--- config.mk ---
export PLATFORM = sky130hd
export DESIGN_NAME = lfwr_top
export DESIGN_NICKNAME = d
export VERILOG_FILES = /design/src/inc/lfwr_pkg.sv /design/src/hdl/lfwr_top.sv
export SDC_FILE = /design/constraint.sdc
export NUM_CORES = 1
export LEC_CHECK = 0
export ABC_CLOCK_PERIOD_IN_PS = 2300
export BUFFER_PORTS_ARGS = -buffer_cell sky130_fd_sc_hd__buf_2
export CAP_MARGIN = 20
export CORE_ASPECT_RATIO = 1.75
export CORE_MARGIN = 3
export CORE_UTILIZATION = 35
export CTS_CLUSTER_SIZE = 40
export DETAILED_ROUTE_END_ITERATION = 12
export SLEW_MARGIN = 20
export SYNTH_ARGS = -nofsm -noshare
export SYNTH_HDL_FRONTEND = slang
export SYNTH_SLANG_ARGS = --single-unit
--- constraint.sdc ---
create_clock -name clk -period 2.3 [get_ports clk]
set_input_delay 0.115 -clock clk [delete_from_list [all_inputs] [get_ports clk]]
set_output_delay 0.115 -clock clk [all_outputs]
set_load 0.05 [all_outputs]
--- src/inc/lfwr_pkg.sv ---
// Notes on behaviour
// - Preamble valid after 192 unbroken carrier periods.
// - Filtered-away dropouts do not restart count.
// - After preamble, regulate gain, settle 512 periods.
// - First gap after preamble starts data.
// - Above target two periods: gain down.
// - Eight periods below target: gain up.
// - Listen mode: regulation off, gain maximum.
// - Demodulator gives 1 below half level.
// - Smoothing bridges dropouts, rejects gap glitches.
// - Smoothing delays each edge 3 to 6.
// - One filtered signal feeds preamble, wake and data; gain uses unfiltered level.
// - Data output disabled until wake event.
// - Enabled data: 1 carrier, 0 gap.
// - Data passed through without decoding.
// - First gap: wake low, data enabled together.
// - Wake stays low until reset.
// - Any reset clears counters, enters listen.
// - Supply-low indication holds whole circuit reset.
// - Only reset leaves the active state.
// - External reset high holds power-down.
// - Listen mode drives data and wake high.
package lfwr_pkg;

  localparam int PREAMBLE_PERIODS = 192;
  localparam int SETTLE_PERIODS = 512;
  localparam int TX_PREAMBLE_MIN = 704;
  localparam int DOWN_PERIODS = 2;
  localparam int UP_PERIODS = 8;
  localparam int FILT_TOP = 4;
  localparam int FILT_DELAY_MIN = 3;
  localparam int FILT_DELAY_MAX = 6;

  localparam int PRE_W = 8;
  localparam int SETTLE_W = 10;
  localparam int FILT_W = 3;
  localparam int DOWN_W = 2;
  localparam int UP_W = 4;
  localparam int RUN_W = 3;

  localparam logic [PRE_W-1:0] PRE_LAST = PRE_W'(PREAMBLE_PERIODS - 1);
  localparam logic [SETTLE_W-1:0] SETTLE_LAST = SETTLE_W'(SETTLE_PERIODS - 1);
  localparam logic [FILT_W-1:0] FILT_FULL = FILT_W'(FILT_TOP);
  localparam logic [DOWN_W-1:0] DOWN_LAST = DOWN_W'(DOWN_PERIODS - 1);
  localparam logic [UP_W-1:0] UP_LAST = UP_W'(UP_PERIODS - 1);
  localparam logic [RUN_W-1:0] RUN_LO = RUN_W'(FILT_DELAY_MIN);
  localparam logic [RUN_W-1:0] RUN_HI = RUN_W'(FILT_DELAY_MAX);

  typedef enum logic [1:0] {
    LFWR_LISTEN,
    LFWR_REGULATE,
    LFWR_AWAKE
  } lfwr_state_t;

  typedef struct packed {
    logic period_ref;
    logic above_half;
    logic above_target;
    logic ext_reset;
    logic supply_low;
  } lfwr_pins_t;

endpackage

--- src/hdl/lfwr_top.sv ---
`timescale 1ns/1ps
module lfwr_top #(
  parameter int GAIN_W = 4
) (
  input wire logic clk,
  input wire logic rst_b,
  input wire lfwr_pkg::lfwr_pins_t pins,
  output logic host_wake_low,
  output logic data_out,
  output logic [GAIN_W-1:0] gain,
  output logic agc_active,
  output logic agc_settled,
  output logic power_down
);
  import lfwr_pkg::*;

  localparam logic [GAIN_W-1:0] GAIN_MAX = '1;
  localparam logic [GAIN_W-1:0] GAIN_MIN = '0;

  // ---------------------------------------------------------------
  // Pin synchronisers
  // ---------------------------------------------------------------
  lfwr_pins_t sync1;
  lfwr_pins_t sync2;

  always_ff @(posedge clk or negedge rst_b) begin
    if (!rst_b) begin
      sync1 <= '0;
      sync2 <= '0;
    end else begin
      sync1 <= pins;
      sync2 <= sync1;
    end
  end

  // Either reset source holds every register below except prd_q, power_down and gap_run at its idle value.
  wire hold_rst = sync2.ext_reset | sync2.supply_low;

  // ---------------------------------------------------------------
  // Carrier period sampling
  // ---------------------------------------------------------------
  logic prd_q;
  logic seen_half;
  logic seen_tgt;
  logic ptick;
  logic period_gap;
  logic period_over;

  wire tick = sync2.period_ref & ~prd_q;
  wire half_now = seen_half | sync2.above_half;
  wire tgt_now = seen_tgt | sync2.above_target;
  // Any crossing within a period counts, which bridges half-wave spaces.
  wire demod_gap = ~half_now;
  wire next_seen_half = ~tick & half_now;
  wire next_seen_tgt = ~tick & tgt_now;
  wire next_period_gap = tick ? demod_gap : period_gap;
  wire next_period_over = tick ? tgt_now : period_over;

  always_ff @(posedge clk or negedge rst_b) begin
    if (!rst_b) begin
      prd_q <= 1'b0;
      seen_half <= 1'b0;
      seen_tgt <= 1'b0;
      ptick <= 1'b0;
      period_gap <= 1'b1;
      period_over <= 1'b0;
    end else begin
      prd_q <= sync2.period_ref;
      seen_half <= next_seen_half & ~hold_rst;
      seen_tgt <= next_seen_tgt & ~hold_rst;
      ptick <= tick & ~hold_rst;
      period_gap <= next_period_gap | hold_rst;
      period_over <= next_period_over & ~hold_rst;
    end
  end

  // ---------------------------------------------------------------
  // Smoothing filter
  // ---------------------------------------------------------------
  // A run counter: the output flips only after FILT_TOP periods in a row
  // disagree with it, so short dropouts and gap glitches die and every
  // edge is delayed by the same number of periods.
  logic [FILT_W-1:0] filt_cnt;
  logic filt_carrier;
  logic ftick;

  wire filt_opposite = period_gap == filt_carrier;
  wire filt_flip = ptick & filt_opposite & (filt_cnt == FILT_FULL - FILT_W'(1));
  wire [FILT_W-1:0] filt_step = (!filt_opposite | filt_flip) ? '0
    : filt_cnt + FILT_W'(1);
  wire [FILT_W-1:0] next_filt_cnt = ptick ? filt_step : filt_cnt;
  wire next_filt_carrier = filt_flip ? ~filt_carrier : filt_carrier;

  always_ff @(posedge clk or negedge rst_b) begin
    if (!rst_b) begin
      filt_cnt <= '0;
      filt_carrier <= 1'b0;
      ftick <= 1'b0;
    end else if (hold_rst) begin
      filt_cnt <= '0;
      filt_carrier <= 1'b0;
      ftick <= 1'b0;
    end else begin
      filt_cnt <= next_filt_cnt;
      filt_carrier <= next_filt_carrier;
      ftick <= ptick;
    end
  end

  // ---------------------------------------------------------------
  // Preamble detection and mode control
  // ---------------------------------------------------------------
  // Mode control and the data output look only at filt_carrier; gain regulation reads the unfiltered period_over.
  lfwr_state_t state;
  logic [PRE_W-1:0] pre_cnt;

  wire listen = state == LFWR_LISTEN;
  wire pre_done = ftick & filt_carrier & (pre_cnt == PRE_LAST);
  wire start_gap = ftick & ~filt_carrier;
  wire [PRE_W-1:0] next_pre_cnt = !(listen & ftick) ? pre_cnt
    : !filt_carrier ? '0 : pre_cnt + PRE_W'(1);

  lfwr_state_t next_state;
  always_comb begin
    next_state = state;
    unique case (state)
      LFWR_LISTEN: begin
        if (pre_done) begin
          next_state = LFWR_REGULATE;
        end
      end
      LFWR_REGULATE: begin
        if (start_gap) begin
          next_state = LFWR_AWAKE;
        end
      end
      LFWR_AWAKE: begin
        next_state = LFWR_AWAKE;
      end
    endcase
  end

  // ---------------------------------------------------------------
  // Gain regulation
  // ---------------------------------------------------------------
  logic [GAIN_W-1:0] gain_q;
  logic [DOWN_W-1:0] over_cnt;
  logic [UP_W-1:0] under_cnt;
  logic [SETTLE_W-1:0] settle_cnt;
  logic settled;

  wire agc_on = ~listen;
  wire agc_tick = agc_on & ftick;
  wire want_down = agc_tick & period_over & (over_cnt == DOWN_LAST);
  wire want_up = agc_tick & ~period_over & (under_cnt == UP_LAST);
  wire [GAIN_W-1:0] next_gain = !agc_on ? GAIN_MAX
    : (want_down & gain_q != GAIN_MIN) ? gain_q - GAIN_W'(1)
    : (want_up & gain_q != GAIN_MAX) ? gain_q + GAIN_W'(1)
    : gain_q;
  wire [DOWN_W-1:0] next_over_cnt = !agc_tick ? over_cnt
    : (!period_over | want_down) ? '0 : over_cnt + DOWN_W'(1);
  wire [UP_W-1:0] next_under_cnt = !agc_tick ? under_cnt
    : (period_over | want_up) ? '0 : under_cnt + UP_W'(1);
  wire settle_end = agc_tick & (settle_cnt == SETTLE_LAST);
  wire [SETTLE_W-1:0] next_settle_cnt = (agc_tick & ~settled)
    ? settle_cnt + SETTLE_W'(1) : settle_cnt;
  wire next_settled = settled | settle_end;

  // ---------------------------------------------------------------
  // Registered state
  // ---------------------------------------------------------------
  always_ff @(posedge clk or negedge rst_b) begin
    if (!rst_b) begin
      state <= LFWR_LISTEN;
      pre_cnt <= '0;
      gain_q <= GAIN_MAX;
      over_cnt <= '0;
      under_cnt <= '0;
      settle_cnt <= '0;
      settled <= 1'b0;
    end else if (hold_rst) begin
      state <= LFWR_LISTEN;
      pre_cnt <= '0;
      gain_q <= GAIN_MAX;
      over_cnt <= '0;
      under_cnt <= '0;
      settle_cnt <= '0;
      settled <= 1'b0;
    end else begin
      state <= next_state;
      pre_cnt <= next_pre_cnt;
      gain_q <= next_gain;
      over_cnt <= next_over_cnt;
      under_cnt <= next_under_cnt;
      settle_cnt <= next_settle_cnt;
      settled <= next_settled;
    end
  end

  // ---------------------------------------------------------------
  // Outputs
  // ---------------------------------------------------------------
  wire awake_next = ~hold_rst & (next_state == LFWR_AWAKE);
  wire next_wake_low = ~awake_next;
  // The envelope is passed raw once enabled; no decoding is done.
  wire next_data = ~awake_next | next_filt_carrier;

  always_ff @(posedge clk or negedge rst_b) begin
    if (!rst_b) begin
      host_wake_low <= 1'b1;
      data_out <= 1'b1;
      gain <= GAIN_MAX;
      agc_active <= 1'b0;
      agc_settled <= 1'b0;
      power_down <= 1'b0;
    end else begin
      host_wake_low <= next_wake_low;
      data_out <= next_data;
      gain <= hold_rst ? GAIN_MAX : next_gain;
      agc_active <= ~hold_rst & (next_state != LFWR_LISTEN);
      agc_settled <= ~hold_rst & next_settled;
      power_down <= sync2.ext_reset;
    end
  end

  // ---------------------------------------------------------------
  // Assertions
  // ---------------------------------------------------------------
  // Length of the gap run feeding the filter, used to bound its delay.
  logic [RUN_W-1:0] gap_run;
  always_ff @(posedge clk or negedge rst_b) begin
    if (!rst_b) begin
      gap_run <= '0;
    end else if (ptick) begin
      gap_run <= !period_gap ? '0 : (gap_run == '1) ? gap_run : gap_run + RUN_W'(1);
    end
  end
endmodule

---- Yosys cells after proc, flatten, opt, wreduce, memory -nomap -nowiden ----
Cells that the tools add are included.
operators by class
  multiply operators ...................... 0
  reductions and logical operators ........ 10
  bitwise logic cells ..................... 43
  divide/modulo/power cells ............... 0
  add/subtract/negate cells ............... 7
  shifts and indexed selects .............. 0
  muxes and demuxes ....................... 28
  $lt $le $gt $ge ......................... 0
  equal/unequal tests ..................... 10
operators with widths
  operator                 number
  $mux W4                  7
  $and A1 B1 Y1            25
  $mux W8                  3
  $mux W10                 2
  $mux W2                  6
  $add A10 B1 Y10 const B  1
  $eq A10 B9 Y1 const B    1
  $reduce_bool A2 Y1       5
  $mux W3                  3
  $not A1 Y1               9
  $or A1 B1 Y1             9
  $add A4 B1 Y4 const B    2
  $add A8 B1 Y8 const B    1
  $eq A8 B8 Y1 const B     1
  $reduce_bool A4 Y1       2
  $mux W1                  6
  $pmux W2 S3              1
  $eq A2 B1 Y1 const B     2
  $eq A2 B2 Y1 const B     2
  $eq A4 B3 Y1 const B     1
  $ne A4 B4 Y1 const B     1
  $sub A4 B1 Y4 const B    1
  $add A3 B1 Y3 const B    1
  $eq A3 B2 Y1 const B     1
  other kinds (4)          5
storage, ports and cells
  output and inout bits ................... 9
  word-level logic and storage cells ...... 129
  bits in writable memories ............... 0
  bits in latches ......................... 0
  bits in registers ....................... 57
  ROM bits ................................ 0
  memories kept ........................... 0

---- Depth between registers and ports, before layout ----
  word-level depth ........................ 10
  depth in mapped cells ................... 11
  depth with buffers taken out ............ 10

---- Least setup slack after synthesis ----
No wires, ideal clock.
  path type ............................... register to register
  from .................................... reg state[0]
  to ...................................... reg gain_q[3]
  buffers on the path ..................... 1
  setup slack ............................. 9 ps
  clock period less this slack ............ 2291 ps
  data arrival time ....................... 2193 ps
  stages on the path, launching flop included .. 12
  library setup time ...................... 98 ps
  cells stage by stage .................... dfrtp_1 -> inv_1 -> ha_1 -> buf_6 -> nand4b_4 -> or2_2 -> inv_1 -> ha_1 -> a21oi_1 -> a21oi_1 -> or2_0 -> o311ai_1
on the way
  longest elaborated chain between the ends .. 9
  elaborated cells between the ends (all ways) .. 13
ends and longest elaborated chain
  item                        line             source
  from (decl)                 lfwr_top.sv:114  lfwr_state_t state;
  from (signal assigned)      lfwr_top.sv:190  state <= next_state;
  $logic_not A2 Y1 (*)        lfwr_top.sv:117  wire listen = state == LFWR_LISTEN;
  $not A1 Y1                  lfwr_top.sv:152  wire agc_on = ~listen;
  $and A1 B1 Y1               lfwr_top.sv:153  wire agc_tick = agc_on & ftick;
  $and A1 B1 Y1 (2 in a row)  lfwr_top.sv:154  wire want_down = agc_tick & period_over & (over_cnt == DOWN_LAST);
  $and A1 B1 Y1               lfwr_top.sv:157  : (want_down & gain_q != GAIN_MIN) ? gain_q - GAIN_W'(1)
  $mux W4                     lfwr_top.sv:157
  $mux W4                     lfwr_top.sv:156  wire [GAIN_W-1:0] next_gain = !agc_on ? GAIN_MAX
  $mux W4                     lfwr_top.sv:181  end else if (hold_rst) begin
  to (signal assigned)        lfwr_top.sv:192  gain_q <= next_gain;
  to (decl)                   lfwr_top.sv:146  logic [GAIN_W-1:0] gain_q;
Mark *: on every way between the ends. The rest lies on a longest branch, timed or not.
A chain may end at the register's enable or synchronous reset.

---- Worst setup path after layout ----
  from .................................... reg over_cnt[1]
  to ...................................... reg gain_q[3]
on the way
  longest elaborated chain between the ends .. 6
  elaborated cells between the ends (all ways) .. 7
ends and longest elaborated chain
  item                    line             source
  from (decl)             lfwr_top.sv:147  logic [DOWN_W-1:0] over_cnt;
  from (signal assigned)  lfwr_top.sv:193  over_cnt <= next_over_cnt;
  $eq A2 B1 Y1 (*)        lfwr_top.sv:154
  $and A1 B1 Y1 (*)       lfwr_top.sv:154
  $and A1 B1 Y1 (*)       lfwr_top.sv:157
  $mux W4                 lfwr_top.sv:157
  $mux W4                 lfwr_top.sv:156
  $mux W4                 lfwr_top.sv:181
Marked as above.

==> results.json <==
{
  "status": "completed",
  "synthDistinctLibCells": 60,
  "crit_chain": "inv_1, ha_1, nand4b_4, or2_4, inv_2, ha_4, nand3_2, and3_4, or2_0, o311ai_1",
  "p_int_w": 0.00144,
  "clkSlewWorstSetupHoldPaths_ns": 0.08,
  "row_count": 41,
  "yosys.area.top_type": "dfrtp_1",
  "remaining_drc_errors": 0,
  "mappedNetlistArea_um2": 2690,
  "synth.area.top_cells": "dfrtp_1, dfstp_2, ha_1",
  "cp_max_fo": 4,
  "max_slew_margin": 0.696,
  "clock_path_buffers": 2,
  "switchingPower_w": 0.000432,
  "dieArea_um2": 8820,
  "synthMostInstantiatedCell": "dfrtp_1",
  "drtAntennaViolNets": 0,
  "power_density_nw_per_um2": 587,
  "start_util": 0.367,
  "antenna_found_initial": 0,
  "grt_pass1_wl_um": 9240,
  "final_cells": 374,
  "worstSetupStartpointType": "register",
  "syn_avg_cell_area_um2": 10.5,
  "drv_cap": 0,
  "synth_common_cells": "dfrtp_1, nor2_1, nand2_1",
  "min_period_over_period": 0.934,
  "cp_slowest_stage_delay_ns": 0.39,
  "synth_ff_type": "dfrtp_1",
  "synth_compound_area_frac": 0.114,
  "ioPinCount": 16,
  "reg2reg_slack_ns": 0.15,
  "htreeDepth": 2,
  "synth_cells": 256,
  "avgViaCountPerCell": 5.16,
  "hpwl_um": 3860,
  "worstReg2RegStart": "over_cnt[1]",
  "reg2reg_depth": 10,
  "grt_start_max_net_pins": 21,
  "route.vias.total": 1928,
  "drive_gt1_frac": 0.212,
  "pre_cts_slack_ns": 0.00122,
  "synth_xor_area_frac": 0.0488,
  "grtUsageTotal": 0.133,
  "hp-class": "in2async",
  "coreArea_um2": 7340,
  "swShare": 0.231,
  "dieHeight_um": 122,
  "syn2layout_area_growth_pct": 18.5,
  "cts_buffers": 5,
  "setup_viol": 0,
  "ys.warnings.count": 0,
  "maxSlewViolCount": 0,
  "syn_nets": 275,
  "ys_async_sr_fraction": 1.00,
  "power_frac_comb": 0.036,
  "r2r-end": "gain_q[3]",
  "critPathKind": "reg2reg",
  "clk_latency_ns": 0.30,
  "gp_congestion": 0.839,
  "final.setup_skew_ns": 0.00641,
  "synth_top_area_frac": 0.456,
  "cts_tree": "yes",
  "worst-path-buf-inv": 2,
  "grt_pass1_vias": 2050,
  "seqPwrFrac": 0.537,
  "drt-total-wl_um": 5300,
  "nNetsFinal": 306,
  "ir_drop_v": 0.000505,
  "overflow": 0,
  "ys_ff_latch": 56,
  "yosysSeqAreaShare": 0.524,
  "drtIter0Drc": 85,
  "synth-simple-area-share": 0.215,
  "cp_slowest_cell": "dfrtp_1",
  "power_frac_clock": 0.427,
  "period_minus_slack_ns": 2.15,
  "first_pass_iters": 4,
  "io_buffers": 15,
  "fmax_mhz": 466,
  "synth-adder-area-share": 0.0586,
  "fin_util": 0.434,
  "tightestPinTransition_ns": 0.457,
  "die_w_um": 72.3,
  "synthMuxAreaShare": 0.00372,
  "p_leak_nw": 1.38,
  "wl_per_cell_um": 14.2,
  "final-hold-violation-count": 0,
  "placedCellCount": 359,
  "clockRootBuffer": "clkbuf_16",
  "synth_edf_count": 0,
  "cts.sinks": 56,
  "critPathTopFamily": "simple AND/OR/NAND/NOR gates",
  "final.setup.tns_ns": 0,
  "synth_top_family_by_area": "simple AND/OR/NAND/NOR gates",
  "finalWorstSetupSlack_ns": 0.153,
  "required_ns": 2.51,
  "antenna_cells": 0,
  "critPathArrivalTime_ns": 2.35,
  "worst_setup_path_end_kind": "register"
}
[cell usage in the layout, fill, tap and decap left out, types with 4 or more instances in the layout]
| cell type | instances |
|---|---|
| nand3_1 | 7 |
| buf_2 | 15 |
| nor3_1 | 4 |
| nand2_1 | 27 |
| o21ai_1 | 5 |
| buf_4 | 10 |
| o21ai_0 | 4 |
| xnor2_1 | 5 |
| inv_1 | 14 |
| nor2_1 | 33 |
| ha_1 | 8 |
| dfstp_2 | 7 |
| xor2_1 | 10 |
| a21oi_1 | 13 |
| clkbuf_16 | 5 |
| dfrtp_1 | 49 |
| dlygate4sd3_1 | 6 |
[worst max path at each step]
| stage | endpoint | depth (start not counted) | from |
|---|---|---|---|
| global placement | gain_q[3] | 10 | state[0] |
| detailed placement | gain_q[3] | 8 | gain_q[1] |
| global route | gain_q[3] | 10 | over_cnt[1] |
| CTS | gain_q[3] | 10 | state[0] |
| floorplan | gain_q[3] | 11 | state[0] |
| finish | gain_q[3] | 10 | over_cnt[1] |
[logic make-up after synthesis]
kind of cell / count (synthesis)
xor gates and xnor gates: 15
DFF: 56
muxes: 1
buffers and inverters: 22
and+or+nand+nor: 107
adders and majority gates: 12
AOI/OAI and AO/OA: 43
[metal layers]
layer  routed length (um)  vias up  GRT usage
met5                    0        -          0
met4                  129        0     0.0612
met3                  102       10     0.0248
met2                 2960       17      0.245
met1                 2110      952      0.141
li1                     -      949          -
[final cells by class]
class,instances,area (um2)
Inverter,15,56.3
Fill cell,695,4150
Clock inverter,3,28.8
Tap cell,86,108
Clock buffer,5,125
Sequential cell,56,1410
Multi-Input combinational cell,178,1250
Timing Repair Buffer,31,210
[per-stage QoR]
step / instance area, um2 / power, W / hold slack [ns]
final: 3190 / 0.00187 / 0.297
after global routing: 3190 / 0.00194 / 0.346
after CTS: 3130 / 0.00191 / 0.320
after detailed placement: 2900 / 0.00109 / 0.102
after global placement: 2900 / 0.00108 / 0.0827
after floorplan: 2690 / 0.00105 / -0.181
[timing repair]
item                       4_1_cts  5_1_grt
hold endpoints to repair        18        0
pin swaps                        0        2
buffers inserted                 0        1
setup endpoints to repair        1        1
gates resized for setup          2       10
hold buffers                     6        0
[registers in the layout, indices dropped and copies added (netlist names), 2 cells and up]
| signal | flops |
|---|---|
| settle_cnt | 10 |
| pre_cnt | 8 |
| sync1 | 5 |
| sync2 | 5 |
| gain_q | 4 |
| under_cnt | 4 |
| filt_cnt | 3 |
| over_cnt | 2 |
| state | 2 |
[power groups by stage]
stage	Sequential (W)	Clock, W	Combinational [W]
2_1_floorplan	0.00103	0	0.0000211
3_5_place_dp	0.00102	0	0.0000624
3_3_place_gp	0.00102	0	0.0000612
4_1_cts	0.00100	0.000832	0.0000700
6_report	0.00100	0.000800	0.0000674
5_1_grt	0.00101	0.000859	0.0000764
[worst register-to-register path: cells and delay by family, from the launching register on]
kind                       cells  cell delay (ns)
AOI/OAI and AO/OA              1             0.26
adders and majority gates      2             0.37
buffers and inverters          2             0.14
DFF                            1             0.39
and+or+nand+nor                5             0.91
(Power assumes the default switching activity.)
